--- src/inc/modem_timing_pkg.sv ---
// Offsets, reset values and timing constants of the call timing bank
`default_nettype none
package modem_timing_pkg;
  localparam int REG_SLOTS = 41;
  localparam logic [5:0] IDX_RINGS_TO_ANSWER        = 6'h00;
  localparam logic [5:0] IDX_DIAL_WAIT_SECONDS      = 6'h01;
  localparam logic [5:0] IDX_DIALTONE_WAIT_SECONDS  = 6'h02;
  localparam logic [5:0] IDX_CARRIER_LOSS_WAIT      = 6'h03;
  localparam logic [5:0] IDX_DTMF_TONE_TIMING       = 6'h04;
  localparam logic [5:0] IDX_PULSE_BREAK_TIME       = 6'h05;
  localparam logic [5:0] IDX_PULSE_MAKE_TIME        = 6'h06;
  localparam logic [5:0] IDX_MISC_FUNCTION_ONE      = 6'h07;
  localparam logic [5:0] IDX_INTERRUPT_MASK         = 6'h08;
  localparam logic [5:0] IDX_INTERRUPT_STATUS       = 6'h09;
  localparam logic [5:0] IDX_MISC_FUNCTION_TWO      = 6'h0c;
  localparam logic [5:0] IDX_MISC_FUNCTION_THREE    = 6'h0d;
  localparam logic [5:0] IDX_PULSE_INTERDIGIT_TIME  = 6'h0e;
  localparam logic [5:0] IDX_ESCAPE_CHARACTER       = 6'h0f;
  localparam logic [5:0] IDX_ESCAPE_GUARD_DELAY     = 6'h10;
  localparam logic [5:0] IDX_OFFHOOK_INTRUSION_CFG  = 6'h11;
  localparam logic [5:0] IDX_ABSOLUTE_CURRENT_LEVEL = 6'h12;
  localparam logic [5:0] IDX_MISC_FUNCTION_FOUR     = 6'h13;
  localparam logic [5:0] IDX_LOOP_CURRENT_CONFIG    = 6'h15;
  localparam logic [5:0] IDX_BUSY_ON_TIME           = 6'h16;
  localparam logic [5:0] IDX_BUSY_OFF_TIME          = 6'h17;
  localparam logic [5:0] IDX_BUSY_TOLERANCE         = 6'h18;
  localparam logic [5:0] IDX_RINGBACK_ON_TIME       = 6'h19;
  localparam logic [5:0] IDX_RINGBACK_OFF_TIME      = 6'h1a;
  localparam logic [5:0] IDX_RINGBACK_TOLERANCE     = 6'h1b;
  localparam logic [5:0] IDX_DIALTONE_VALID_TIME    = 6'h1c;
  localparam logic [5:0] IDX_ANSWER_TONE_SECONDS    = 6'h1e;
  localparam logic [5:0] IDX_ANSWER_TO_DATA_DELAY   = 6'h1f;
  localparam logic [5:0] IDX_PLAIN_ONES_DETECT_LEN  = 6'h20;
  localparam logic [5:0] IDX_SCRAMBLED_ONES_DELAY   = 6'h21;
  localparam logic [5:0] IDX_SCRAMBLED_ONES_LENGTH  = 6'h22;
  localparam logic [5:0] IDX_DATA_DELAY_LOW         = 6'h23;
  localparam logic [5:0] IDX_DATA_DELAY_HIGH        = 6'h24;
  localparam logic [5:0] IDX_S1_PATTERN_LENGTH      = 6'h25;
  localparam logic [5:0] IDX_ONES_1200_AFTER_S1     = 6'h26;
  localparam logic [5:0] IDX_ONES_2400_LENGTH_LOW   = 6'h27;
  localparam logic [5:0] IDX_ONES_2400_LENGTH_HIGH  = 6'h28;
  // Slots 0x0a, 0x0b, 0x14 and 0x1d are reserved
  localparam logic [REG_SLOTS-1:0] SLOT_DEFINED = 41'h1ffdfeff3ff;
  localparam logic [7:0] RESET_VALUE [REG_SLOTS] = '{
    8'h00, 8'h02, 8'h03, 8'h0e, 8'h30, 8'h18, 8'h24, 8'h06,
    8'h00, 8'h00, 8'h00, 8'h00, 8'h00, 8'h00, 8'h46, 8'h2b,
    8'h13, 8'h04, 8'h00, 8'h10, 8'h00, 8'h04, 8'h32, 8'h32,
    8'h0f, 8'h26, 8'h4b, 8'h07, 8'h0a, 8'h00, 8'h03, 8'h2d,
    8'h5d, 8'h09, 8'ha2, 8'hcb, 8'h08, 8'h3c, 8'h0c, 8'h78,
    8'h08};
  localparam logic [7:0]  SECONDS_CAP         = 8'h6d;
  localparam logic [11:0] INTERDIGIT_BASE_MS  = 12'h040;
  localparam logic [11:0] INTERDIGIT_STEP_MS  = 12'h00a;
  localparam int          INTRUSION_MODE_BIT  = 4;
  localparam int          CLK_PERIOD_NS       = 10;
  localparam int          DETECT_TICK_MS      = 10;
  localparam int          DETECT_TICK_CYCLES  = DETECT_TICK_MS * 1000000 / CLK_PERIOD_NS;
endpackage
`default_nettype wire

--- src/core/modem_timing_bank.sv ---
// AHB-Lite register bank of modem call timing parameters with detector qualifiers
// Behaviour
// Nonzero ring count enables auto answer; zero disables it; resets to zero.
// Dial wait seconds, capped at 109, reset 0x02.
// Dial-tone give-up time is dial-tone wait plus dial wait, each capped.
// Carrier loss hang-up wait in 53.33 ms units, reset 0x0E.
// One value sets DTMF tone length and gap, 5/3 ms units, reset 0x30.
// Pulse break and make counts separately held, reset 0x18 and 0x24.
// Interdigit pause equals 64 ms plus value times 10 ms.
// Escape character resets to 0x2B, guard delay resets to 0x13.
// Current level is intrusion threshold when mode bit 4 is zero.
// Busy nominal on and off times in 10 ms units, both 0x32.
// Busy accepted only if on and off lie strictly inside nominal plus/minus delta.
// Ringback nominal on 0x26 and off 0x4B, 53.333 ms units.
// Ringback accepted only if both times lie strictly inside their window.
// Dial tone reported only after staying valid for the detect time.
// Answer tone length in whole seconds, reset 0x03.
// Delay from answer tone end to data, 5/3 ms units, reset 0x2D.
// Unscrambled ones minimum detect time, reset 0x5D.
// Scrambled ones delay reset 0x09 and length reset 0xA2.
// Data delay is low plus 256 times high register.
// S1 pattern send time, 5/3 ms units, reset 0x3C.
// 1200 bps scrambled ones after S1, 53.3 ms units, reset 0x0C.
// Host writes no undefined register address.
// 2400 bps ones time is low plus 256 times high register.
// Every register eight bits, resets to its value, reads back last write.
`timescale 1ns/1ps
`default_nettype none
module modem_timing_bank
  import modem_timing_pkg::*;
#(
  parameter int TICK_CYCLES = DETECT_TICK_CYCLES
)(
  input  wire logic        hclk,
  input  wire logic        hresetn,
  input  wire logic        hsel,
  input  wire logic [31:0] haddr,
  input  wire logic [1:0]  htrans,
  input  wire logic        hwrite,
  input  wire logic [2:0]  hsize,
  input  wire logic [31:0] hwdata,
  input  wire logic        hready,
  output logic             hreadyout,
  output logic             hresp,
  output logic [31:0]      hrdata,
  input  wire logic        dialtone_raw,
  input  wire logic        busy_meas_valid,
  input  wire logic [8:0]  busy_on_meas,
  input  wire logic [8:0]  busy_off_meas,
  input  wire logic        ring_meas_valid,
  input  wire logic [8:0]  ring_on_meas,
  input  wire logic [8:0]  ring_off_meas,
  output logic             auto_answer_en,
  output logic [7:0]       rings_to_answer,
  output logic [7:0]       dial_wait_secs,
  output logic [7:0]       dialtone_giveup_secs,
  output logic [7:0]       carrier_loss_wait,
  output logic [7:0]       dtmf_tone_timing,
  output logic [7:0]       pulse_break_time,
  output logic [7:0]       pulse_make_time,
  output logic [11:0]      interdigit_ms,
  output logic [7:0]       escape_character,
  output logic [7:0]       escape_guard_delay,
  output logic             intrusion_abs_mode,
  output logic [7:0]       intrusion_threshold_ma,
  output logic [7:0]       busy_on_time,
  output logic [7:0]       busy_off_time,
  output logic             busy_tone_ok,
  output logic [7:0]       ringback_on_time,
  output logic [7:0]       ringback_off_time,
  output logic             ringback_ok,
  output logic             dialtone_detected,
  output logic [7:0]       answer_tone_seconds,
  output logic [7:0]       answer_to_data_delay,
  output logic [7:0]       plain_ones_detect_length,
  output logic [7:0]       scrambled_ones_delay,
  output logic [7:0]       scrambled_ones_length,
  output logic [15:0]      data_delay_units,
  output logic [7:0]       s1_pattern_length,
  output logic [7:0]       ones_1200_after_s1,
  output logic [15:0]      ones_2400_units
);

  logic [7:0]  regs_q [REG_SLOTS];
  logic [5:0]  addr_word;
  logic        addr_hit;
  logic        addr_phase;
  logic        wr_pend_q;
  logic [5:0]  wr_idx_q;
  logic [7:0]  rd_data_q;
  logic        dt_meta_q;
  logic        dt_sync_q;
  logic [19:0] tick_cnt_q;
  logic        tick;
  logic [7:0]  dt_cnt_q;
  logic [7:0]  dial_wait_capped;
  logic [7:0]  tone_wait_capped;

  // Strict window test, rearranged so nominal minus delta never wraps
  function automatic logic in_window(input logic [8:0] meas,
                                     input logic [7:0] nom,
                                     input logic [7:0] delta);
    logic [9:0] lo_side;
    logic [9:0] hi_side;
    lo_side = {1'b0, meas} + {2'b00, delta};
    hi_side = {2'b00, nom} + {2'b00, delta};
    return (lo_side > {2'b00, nom}) && ({1'b0, meas} < hi_side);
  endfunction

  // Zero wait state slave; every transfer answers OKAY
  assign hreadyout = 1'b1;
  assign hresp     = 1'b0;
  assign hrdata    = {24'h000000, rd_data_q};

  // Word address; anything past the bank or in a reserved slot is a miss
  assign addr_word  = haddr[7:2];
  assign addr_phase = hsel && hready && htrans[1];
  assign addr_hit   = (haddr[31:8] == 24'h000000) && (addr_word < 6'(REG_SLOTS))
                      && SLOT_DEFINED[addr_word];

  always_ff @(posedge hclk or negedge hresetn)
  begin
    if (!hresetn)
    begin
      wr_pend_q <= 1'b0;
      wr_idx_q  <= 6'h00;
    end
    else
    begin
      wr_pend_q <= addr_phase && hwrite && addr_hit;
      wr_idx_q  <= addr_word;
    end
  end

  // Writes land in the data phase; misses are dropped silently
  always_ff @(posedge hclk or negedge hresetn)
  begin
    if (!hresetn)
    begin
      for (int i = 0; i < REG_SLOTS; i++)
        regs_q[i] <= RESET_VALUE[i];
    end
    else if (wr_pend_q)
    begin
      regs_q[wr_idx_q] <= hwdata[7:0];
    end
  end

  // Read data is sampled in the address phase, so a write still in its
  // data phase to the same slot is forwarded
  always_ff @(posedge hclk or negedge hresetn)
  begin
    if (!hresetn)
      rd_data_q <= 8'h00;
    else if (addr_phase && !hwrite)
    begin
      if (!addr_hit)
        rd_data_q <= 8'h00;
      else if (wr_pend_q && (wr_idx_q == addr_word))
        rd_data_q <= hwdata[7:0];
      else
        rd_data_q <= regs_q[addr_word];
    end
  end

  assign rings_to_answer          = regs_q[IDX_RINGS_TO_ANSWER];
  assign carrier_loss_wait        = regs_q[IDX_CARRIER_LOSS_WAIT];
  assign dtmf_tone_timing         = regs_q[IDX_DTMF_TONE_TIMING];
  assign pulse_break_time         = regs_q[IDX_PULSE_BREAK_TIME];
  assign pulse_make_time          = regs_q[IDX_PULSE_MAKE_TIME];
  assign escape_character         = regs_q[IDX_ESCAPE_CHARACTER];
  assign escape_guard_delay       = regs_q[IDX_ESCAPE_GUARD_DELAY];
  assign busy_on_time             = regs_q[IDX_BUSY_ON_TIME];
  assign busy_off_time            = regs_q[IDX_BUSY_OFF_TIME];
  assign ringback_on_time         = regs_q[IDX_RINGBACK_ON_TIME];
  assign ringback_off_time        = regs_q[IDX_RINGBACK_OFF_TIME];
  assign answer_tone_seconds      = regs_q[IDX_ANSWER_TONE_SECONDS];
  assign answer_to_data_delay     = regs_q[IDX_ANSWER_TO_DATA_DELAY];
  assign plain_ones_detect_length = regs_q[IDX_PLAIN_ONES_DETECT_LEN];
  assign scrambled_ones_delay     = regs_q[IDX_SCRAMBLED_ONES_DELAY];
  assign scrambled_ones_length    = regs_q[IDX_SCRAMBLED_ONES_LENGTH];
  assign s1_pattern_length        = regs_q[IDX_S1_PATTERN_LENGTH];
  assign ones_1200_after_s1       = regs_q[IDX_ONES_1200_AFTER_S1];

  assign dial_wait_capped = (regs_q[IDX_DIAL_WAIT_SECONDS] > SECONDS_CAP) ? SECONDS_CAP
                            : regs_q[IDX_DIAL_WAIT_SECONDS];
  assign tone_wait_capped = (regs_q[IDX_DIALTONE_WAIT_SECONDS] > SECONDS_CAP) ? SECONDS_CAP
                            : regs_q[IDX_DIALTONE_WAIT_SECONDS];

  // Derived timing values; both capped terms sum to at most 218
  always_ff @(posedge hclk or negedge hresetn)
  begin
    if (!hresetn)
    begin
      auto_answer_en         <= 1'b0;
      dial_wait_secs         <= 8'h00;
      dialtone_giveup_secs   <= 8'h00;
      interdigit_ms          <= 12'h000;
      intrusion_abs_mode     <= 1'b0;
      intrusion_threshold_ma <= 8'h00;
      data_delay_units       <= 16'h0000;
      ones_2400_units        <= 16'h0000;
    end
    else
    begin
      auto_answer_en         <= (regs_q[IDX_RINGS_TO_ANSWER] != 8'h00);
      dial_wait_secs         <= dial_wait_capped;
      dialtone_giveup_secs   <= dial_wait_capped + tone_wait_capped;
      interdigit_ms          <= INTERDIGIT_BASE_MS + 12'(regs_q[IDX_PULSE_INTERDIGIT_TIME]
                                * INTERDIGIT_STEP_MS);
      intrusion_abs_mode     <= !regs_q[IDX_MISC_FUNCTION_FOUR][INTRUSION_MODE_BIT];
      intrusion_threshold_ma <= regs_q[IDX_MISC_FUNCTION_FOUR][INTRUSION_MODE_BIT]
                                ? 8'h00 : regs_q[IDX_ABSOLUTE_CURRENT_LEVEL];
      data_delay_units       <= {regs_q[IDX_DATA_DELAY_HIGH],
                                 regs_q[IDX_DATA_DELAY_LOW]};
      ones_2400_units        <= {regs_q[IDX_ONES_2400_LENGTH_HIGH],
                                 regs_q[IDX_ONES_2400_LENGTH_LOW]};
    end
  end

  // Verdicts hold until the next measurement arrives
  always_ff @(posedge hclk or negedge hresetn)
  begin
    if (!hresetn)
    begin
      busy_tone_ok <= 1'b0;
      ringback_ok  <= 1'b0;
    end
    else
    begin
      if (busy_meas_valid)
        busy_tone_ok <= in_window(busy_on_meas, busy_on_time, regs_q[IDX_BUSY_TOLERANCE])
                        && in_window(busy_off_meas, busy_off_time,
                                     regs_q[IDX_BUSY_TOLERANCE]);
      if (ring_meas_valid)
        ringback_ok <= in_window(ring_on_meas, ringback_on_time,
                                 regs_q[IDX_RINGBACK_TOLERANCE])
                       && in_window(ring_off_meas, ringback_off_time,
                                    regs_q[IDX_RINGBACK_TOLERANCE]);
    end
  end

  // Tone flag comes from the analog side, so it is synchronised first
  always_ff @(posedge hclk or negedge hresetn)
  begin
    if (!hresetn)
    begin
      dt_meta_q <= 1'b0;
      dt_sync_q <= 1'b0;
    end
    else
    begin
      dt_meta_q <= dialtone_raw;
      dt_sync_q <= dt_meta_q;
    end
  end

  assign tick = (tick_cnt_q == 20'(TICK_CYCLES - 1));

  always_ff @(posedge hclk or negedge hresetn)
  begin
    if (!hresetn)
      tick_cnt_q <= 20'h00000;
    else if (tick)
      tick_cnt_q <= 20'h00000;
    else
      tick_cnt_q <= tick_cnt_q + 20'h00001;
  end

  // Free-running tick: the first interval may be short by up to one tick
  always_ff @(posedge hclk or negedge hresetn)
  begin
    if (!hresetn)
    begin
      dt_cnt_q          <= 8'h00;
      dialtone_detected <= 1'b0;
    end
    else if (!dt_sync_q)
    begin
      dt_cnt_q          <= 8'h00;
      dialtone_detected <= 1'b0;
    end
    else
    begin
      if (tick && (dt_cnt_q != 8'hff))
        dt_cnt_q <= dt_cnt_q + 8'h01;
      dialtone_detected <= (dt_cnt_q >= regs_q[IDX_DIALTONE_VALID_TIME]);
    end
  end

  property p_write_readback;
    @(posedge hclk) disable iff (!hresetn)
    (addr_phase && hwrite && addr_hit) ##1 1'b1 |=>
      regs_q[$past(wr_idx_q)] == $past(hwdata[7:0]);
  endproperty
  a_write_readback: assert property (p_write_readback)
    else $error("written value not held in register");

  property p_reserved_read;
    @(posedge hclk) disable iff (!hresetn)
    (addr_phase && !hwrite && !addr_hit) |=> (hrdata == 32'h00000000);
  endproperty
  a_reserved_read: assert property (p_reserved_read)
    else $error("unmapped read not zero");

  property p_dial_cap;
    @(posedge hclk) disable iff (!hresetn)
    (dial_wait_secs <= SECONDS_CAP) && (dialtone_giveup_secs >= dial_wait_secs);
  endproperty
  a_dial_cap: assert property (p_dial_cap)
    else $error("dial wait cap or give-up sum broken");

  property p_giveup_sum;
    @(posedge hclk) disable iff (!hresetn)
    hresetn && $stable(tone_wait_capped) && $stable(dial_wait_capped) |=>
      dialtone_giveup_secs == $past(dial_wait_capped) + $past(tone_wait_capped);
  endproperty
  a_giveup_sum: assert property (p_giveup_sum)
    else $error("give-up time is not the sum of both waits");

  property p_auto_answer;
    @(posedge hclk) disable iff (!hresetn)
    (wr_pend_q && wr_idx_q == IDX_RINGS_TO_ANSWER && hwdata[7:0] == 8'h00)
      |=> ##1 !auto_answer_en;
  endproperty
  a_auto_answer: assert property (p_auto_answer)
    else $error("zero ring count left auto answer on");

  property p_interdigit;
    @(posedge hclk) disable iff (!hresetn)
    hresetn |=> interdigit_ms == INTERDIGIT_BASE_MS
      + 12'($past(regs_q[IDX_PULSE_INTERDIGIT_TIME]) * INTERDIGIT_STEP_MS);
  endproperty
  a_interdigit: assert property (p_interdigit)
    else $error("interdigit pause wrong");

  property p_busy_window;
    @(posedge hclk) disable iff (!hresetn)
    (busy_meas_valid && (busy_on_meas >= {1'b0, busy_on_time}
                                         + {1'b0, regs_q[IDX_BUSY_TOLERANCE]}))
      |=> !busy_tone_ok;
  endproperty
  a_busy_window: assert property (p_busy_window)
    else $error("busy accepted outside window");

  property p_busy_accept;
    @(posedge hclk) disable iff (!hresetn)
    (busy_meas_valid
     && ({1'b0, busy_on_meas} + {2'b00, regs_q[IDX_BUSY_TOLERANCE]} > {2'b00, busy_on_time})
     && ({1'b0, busy_on_meas} < {2'b00, busy_on_time} + {2'b00, regs_q[IDX_BUSY_TOLERANCE]})
     && ({1'b0, busy_off_meas} + {2'b00, regs_q[IDX_BUSY_TOLERANCE]} > {2'b00, busy_off_time})
     && ({1'b0, busy_off_meas} < {2'b00, busy_off_time} + {2'b00, regs_q[IDX_BUSY_TOLERANCE]}))
      |=> busy_tone_ok;
  endproperty
  a_busy_accept: assert property (p_busy_accept)
    else $error("busy rejected inside window");

  property p_ring_window;
    @(posedge hclk) disable iff (!hresetn)
    (ring_meas_valid && ({1'b0, ring_off_meas} + {2'b00, regs_q[IDX_RINGBACK_TOLERANCE]}
                         <= {2'b00, ringback_off_time}))
      |=> !ringback_ok;
  endproperty
  a_ring_window: assert property (p_ring_window)
    else $error("ringback accepted outside window");

  property p_dialtone_drop;
    @(posedge hclk) disable iff (!hresetn)
    !dt_sync_q |=> !dialtone_detected [*1] ##1 (!dialtone_detected || dt_sync_q
      || (regs_q[IDX_DIALTONE_VALID_TIME] == 8'h00));
  endproperty
  a_dialtone_drop: assert property (p_dialtone_drop)
    else $error("dial tone reported without a steady tone");

endmodule
`default_nettype wire

--- config.mk ---
export PLATFORM = sky130hd
export DESIGN_NAME = modem_timing_bank
export DESIGN_NICKNAME = d
export VERILOG_FILES = /design/src/inc/modem_timing_pkg.sv /design/src/core/modem_timing_bank.sv
export SDC_FILE = /design/constraint.sdc
export NUM_CORES = 1
export LEC_CHECK = 0
export ABC_AREA = 1
export BUFFER_PORTS_ARGS = -buffer_cell sky130_fd_sc_hd__buf_2
export CORE_ASPECT_RATIO = 1.2
export CORE_MARGIN = 1
export CORE_UTILIZATION = 45
export DETAILED_ROUTE_END_ITERATION = 10
export GPL_TIMING_DRIVEN = 0
export PLACE_DENSITY = 0.65
export SLEW_MARGIN = 10
export SYNTH_ARGS = -nofsm -noshare
export SYNTH_HDL_FRONTEND = slang
export SYNTH_SLANG_ARGS = --single-unit
--- constraint.sdc ---
create_clock -name hclk -period 3.2 [get_ports hclk]
set_input_delay 0.64 -clock hclk [delete_from_list [all_inputs] [get_ports hclk]]
set_output_delay 0.64 -clock hclk [all_outputs]
set_load 0.02 [all_outputs]
### After elaboration in Yosys (flattened, before gate mapping)

Memories as Yosys holds them, arrays and structs flattened.
Index checks and enable logic that the tools add are counted.

| word-level totals | value |
|---|---|
| logic and storage cells | 131 |
| ROM bits | 64 |
| memories | 1 |
| flip-flop bits (word level) | 446 |

Memory list:

| name | words | width | rd ports | clocked after memory_dff | write ports | line | text |
|---|---|---|---|---|---|---|---|
| (name not given) | 64 | 1 | 1 | 0 | 0 | modem_timing_bank.sv:119 | `&& SLOT_DEFINED[addr_word];` |

| cells by class | value |
|---|---|
| add/sub/neg operators | 12 |
| mux-type cells | 16 |
| reductions and logical operators | 20 |
| $mul | 1 |
| bitwise logic cells | 2 |
| equality and inequality tests | 4 |
| magnitude comparators | 16 |

Operator list:

| operator | count |
|---|---|
| 328-bit bitwise mux | 1 |
| 8-bit two-way mux | 10 |
| 8-bit binary-select mux with 6-bit select | 1 |
| 8-bit demux with 6-bit select | 1 |
| 9-bit by 8-bit adder with 10-bit output | 4 |
| 10-bit by 8-bit greater-than comparator with 1-bit output | 4 |
| 8-bit by 8-bit adder with 9-bit output | 4 |
| 9-bit less-than comparator | 4 |
| 24-bit logical NOT | 1 |
| 20-bit by 1-bit adder with 20-bit output (second input constant) | 1 |
| 20-bit == test (second input constant) | 1 |
| 20-bit two-way mux | 1 |
| 8-bit by 7-bit greater-than comparator with 1-bit output (second input constant) | 2 |
| 1-bit logical AND | 16 |
| 7-bit >= comparator (second input constant) | 2 |
| 6-bit inverter with 7-bit output | 2 |
| 7-bit by 12-bit adder with 12-bit output (first input constant) | 1 |
| 8-bit by 3-bit multiplier with 11-bit output (second input constant) | 1 |
| 8-bit by 1-bit adder with 8-bit output (second input constant) | 1 |
| 8-bit adder | 1 |
| 8-bit >= comparator | 1 |
| 8-bit != test (second input constant) | 1 |
| 8-bit nonzero test | 1 |
| 6-bit by 7-bit less-than comparator with 1-bit output (second input constant) | 1 |
| other kinds (6) | 8 |

### Longest topological paths before layout

| logic depth | value |
|---|---|
| depth in word-level cells | 6 |
| gate-level depth with buffers | 18 |
| mapped depth without buffers | 18 |

### Worst setup path before layout

Ideal clock, no wire load.

| timing | value |
|---|---|
| path type | input -> register |
| start point | in busy_off_meas[2] |
| end point | reg busy_tone_ok |
| setup time | 0.065 ns |
| cell stages on the path | 17 |
| path slack | 0.575 ns |
| path buffers | 0 |
| arrival | 2.560 ns |
| path through | ha_1 nand2_1 nand2_1 a31oi_1 o21ai_0 xor2_1 ha_1 nand2_1 nor2_1 nand2_1 nand3_1 nand2_1 nand2_1 nand2_1 a21oi_1 nand3_1 nand2_1 |

| on the way | value |
|---|---|
| word-level cells in the longest chain between the ends | 4 |
| elaborated cells on any way between the ends | 5 |
| classes of those cells | 1 x add/sub; 2 x order compare; 2 x reduce/logical |

Ends and longest elaborated chain:

| what | line | text |
|---|---|---|
| from (decl) | modem_timing_bank.sv:49 | `input wire logic [8:0] busy_off_meas,` |
| 9-bit by 8-bit adder with 10-bit output | modem_timing_bank.sv:105 | `lo_side = {1'b0, meas} + {2'b00, delta};` |
| 10-bit by 8-bit greater-than comparator with 1-bit output | modem_timing_bank.sv:107 | `return (lo_side > {2'b00, nom}) && ({1'b0, meas} < hi_side);` |
| 1-bit logical AND * | modem_timing_bank.sv:107 |  |
| 1-bit logical AND * | modem_timing_bank.sv:233 | `&& in_window(busy_off_meas, busy_off_time,` |
| to (signal assigned) | modem_timing_bank.sv:232 | `busy_tone_ok <= in_window(busy_on_meas, busy_on_time, regs_q[IDX_BUSY_TOLERANCE])` |
| to (decl) | modem_timing_bank.sv:68 | `output logic busy_tone_ok,` |

Mark *: on every way between the ends. The rest lies on a longest branch, timed or not.
A chain may end at the register's enable or synchronous reset.

### Worst setup path in the final report

| timing | value |
|---|---|
| start point | reg wr_idx_q[2] |
| end point | reg regs_q[246] (netlist name) |

| on the way | value |
|---|---|
| word-level cells in the longest chain between the ends | 6 |
| elaborated cells on any way between the ends | 7 |
| classes of those cells | 2 x order compare; 3 x mux; 1 x bitwise; 1 x reduce/logical |

Ends and longest elaborated chain:

| what | line | text |
|---|---|---|
| from (decl) | modem_timing_bank.sv:89 | `logic [5:0] wr_idx_q;` |
| from (signal assigned) | modem_timing_bank.sv:131 | `wr_idx_q <= addr_word;` |
| 6-bit inverter with 7-bit output (not written as such) * | modem_timing_bank.sv:145 | `regs_q[wr_idx_q] <= hwdata[7:0];` |
| 7-bit >= comparator (not written as such) / 7-bit by 1-bit less-than comparator with 1-bit output (equally long branches) | modem_timing_bank.sv:145 |  |
| 1-bit logical AND (not written as such) | modem_timing_bank.sv:145 |  |
| 8-bit two-way mux (not written as such) | modem_timing_bank.sv:145 |  |
| 8-bit demux with 6-bit select * | modem_timing_bank.sv:145 |  |
| 328-bit bitwise mux * | modem_timing_bank.sv:145 |  |
| to (signal, indexed assignment) | modem_timing_bank.sv:141 | `regs_q[i] <= RESET_VALUE[i];` |
| to (signal, indexed assignment) | modem_timing_bank.sv:145 |  |
| to (decl) | modem_timing_bank.sv:84 | `logic [7:0] regs_q [REG_SLOTS];` |

Marks and branches as above.

==> out/metrics.csv <==
stage,metric,value,unit
synthesis,cell taking the most area after synthesis,dfrtp_1,
timing,"Setup violations, final",0,
cts,"Clk Latency, worst-skew pair",0.57,ns
job,max_cap viols,1,
status,status,"finished, violations left",
hold_path,Hold Path Class,in -> async,
worst_setup_path,FF-to-FF setup slack,0.06,ns
worst_setup_path,CP endpoint kind,register,
synthesis,Mean Syn Cell Area,7.837,µm²
synthesis,Synth Warn #,0,
floorplanning,core area,57050,µm²
drt,post-route ant nets,0,
synthesis,Synth top area share,0.3500,
worst_setup_path,Critical Path Start Type,register,
worst_setup_path,worst path arrival time,3.55,ns
cts,cts bufs inserted,45,
timing,min cycle time layout,3.144,ns
floorplanning,Die X,221.2,µm
cts,clock sink total,445,
final_layout,Layout area overhead,15.95,%
global_routing,antenna violations before repair,5,
global_routing,GRT Overall Usage,0.2949,
timing,unrepaired setup endpoints after global routing,no,
timing,Max-slew headroom,-0.08759,
timing,final hold vios,0,
final_layout,share of layout cells above drive strength 1,0.1901,
timing,Clock Skew,0.01930,ns
cts,post-CTS setup buffers,0,
final_layout,post-route design area,30100,µm²
drt,Initial DRC Count,2064,
synthesis,Netlist cell types,43,
placed_design,gpl congestion,0.9950,
synthesis,"EDFF count, synth",0,
drt,WL/cell,19.44,µm
power_and_ir_drop,maximum VDD drop,0.3152,mV
timing,Setup TNS,0,ns
worst_setup_path,worst r2r src,wr_idx_q[2],
drt,via/cell ratio,5.235,
floorplanning,die span in y,265.1,µm
synthesis,Cells after Synth,3312,
floorplanning,Initial Util,0.4549,
final_layout,FF/Latch Area,11240,µm²
worst_setup_path,worst-path fanout max,10,
placed_design,Final HPWL DP,65680,µm
final_layout,Util after Layout,0.5275,
drt,Remaining DRCs,0,
synthesis,"FFs w/ async S/R, synth",1.000,
cts,H-tree depth,2,
synthesis,Post-synth top flop,dfrtp_1,
synthesis,ranking of synthesized cells by area,"dfrtp_1 (35%), nand2_1 (15%), dfstp_2 (8.3%)",
final_layout,Layout Nets,3976,
worst_setup_path,Required @ worst endpoint,3.60,ns
cts,Root Driver,clkbuf_16,
synthesis,"Seq/Total Area, Yosys",0.4330,
timing,period utilization,0.9826,
drt,First-pass DRT Iterations,5,
timing,fmax,0.3180,GHz
global_routing,grt ovf,0,
timing,max-slew violation count,4,
worst_setup_path,worst r2r path cells,6,
floorplanning,Die Area,58650,µm²
placed_design,placed cell area,28640,µm²
cts,CTS tree,built,
floorplanning,# IOs,364,
cts,clk slew on worst S/H paths,0.07,ns
global_routing,largest net degree at the start of global routing,101,
final_layout,filler instances,5604,
final_layout,area of the multi-input gates,11920,µm²
power_and_ir_drop,Lkg Pwr,0.01590,µW
global_routing,vias in the first global route,22187,
global_routing,first-pass GRT wire length,131700,µm
cts,CTS Hold Bufs,0,
synthesis,Syn Std Cell Area,25960,µm²
power_and_ir_drop,PD cells,404.0,nW/µm²
status,failing checks,"max-capacitance violations, max-slew violations",
cts,post-cts resize count,0,
drt,detailed-route wire length,86850,µm
timing,Tightest Pin Transition,1.616,ns
worst_setup_path,r2r endpoint,regs_q[246],
cts,Clock Tree Buf Depth,3,
floorplanning,FP Rows,96,
placed_design,number of port buffers,306,
worst_setup_path,kind of critical path,reg -> reg,
drt,via count,23392,
synthesis,#FFs+latches synth,445,
==> per-layer routing <==
layer	wire length, µm	vias up	track usage
met3	5615	200	0.03413
li1	-	11265	-
met4	3938	2	0.1325
met5	12	-	0
met1	35980	11022	0.3815
met2	41310	903	0.4971
==> worst max path at each step <==
stage	start	end	cells after the start
2_1_floorplan	busy_off_meas[2]	busy_tone_ok	17
3_3_place_gp	hresetn	dialtone_giveup_secs[7]	1
3_5_place_dp	busy_off_meas[2]	busy_tone_ok	18
4_1_cts	regs_q[130]	busy_tone_ok	17
5_1_grt	regs_q[130]	busy_tone_ok	17
6_report	wr_idx_q[2]	regs_q[246]	6
==> final cells by class <==
type,count,share of cell area
Clock buffer,66,0.04236
Clock inverter,15,0.005529
Multi-Input combinational cell,2307,0.3960
Buffer,301,0.06141
Antenna cell,4,0.0003326
Tap cell,735,0.03056
Sequential cell,445,0.3734
Inverter,285,0.03555
Timing Repair Buffer,310,0.05488
==> logic make-up after synthesis <==
| family | synth area share |
|---|---|
| other | 0.0002893 |
| XOR/XNOR | 0.02497 |
| AO/OA/AOI/OAI | 0.1117 |
| AND/OR/NAND/NOR | 0.2337 |
| buffers and inverters | 0.1124 |
| flip-flops | 0.4330 |
| adder cells (fa/ha/maj) | 0.08388 |
==> power breakdown <==
part / leakage, µW / internal (µW) / switching (µW) / total, µW
clock network: 0.000692 / 3010 / 2300 / 5300
logic: 0.0109 / 331 / 862 / 1190
registers: 0.00435 / 5640 / 15.2 / 5660
==> critical path, cell delays in order (launching register included) <==
cell      delay (ns)
dfrtp_1         0.36
buf_4           0.17
nor4_1          1.33
nand2_1         0.54
clkbuf_1        0.38
nand2_1         0.11
o21ai_0         0.10
==> cells in the mapped netlist, types with 17 or more instances <==
cell,number
a21oi_1,169
ha_1,158
inv_1,277
dfstp_2,82
xor2_1,45
nor2_1,212
nand3_1,178
nand2_1,1015
xnor2_1,29
buf_2,37
nand4_1,19
dfrtp_1,363
clkbuf_1,82
buf_4,177
nor3_1,17
o21ai_0,332
==> through the flow <==
step           total power, µW  hold WS [ns]  cells  setup WS [ns]
6_report                 12160        0.1024   4468        0.05565
5_1_grt                  12530        0.1778   4465        0.01019
4_1_cts                  12200        0.1540   4464         0.1813
3_5_place_dp              6931        0.3465   4383        0.01618
3_3_place_gp              6907        0.3395   4379         -7.571
2_1_floorplan             6396        0.3312   3338         0.5750
==> registers in the layout, indices dropped and copies added, names as in the netlist, 11 cells and up <==
| name | count |
|---|---|
| interdigit_ms | 11 |
| data_delay_units | 16 |
| regs_q | 184 |
| ones_2400_units | 16 |
| tick_cnt_q | 20 |
==> cell usage in the layout (no fill, tap or decap), drive strengths merged, types with 4 or more instances in the layout <==
master	n
nand2	1016
dfstp	82
buf	529
nor2	220
fa	10
o21bai	9
o21ai	338
clkinvlp	5
dfrtp	363
or2	6
nand4	19
a21o	6
clkbuf	148
a31oi	10
xnor2	29
ha	158
nand3	179
inv	285
nor3	23
o211ai	11
a21oi	169
nor4	13
conb	28
xor2	45
clkinv	7
diode	4
o311ai	4
(Power assumes the default switching activity.)
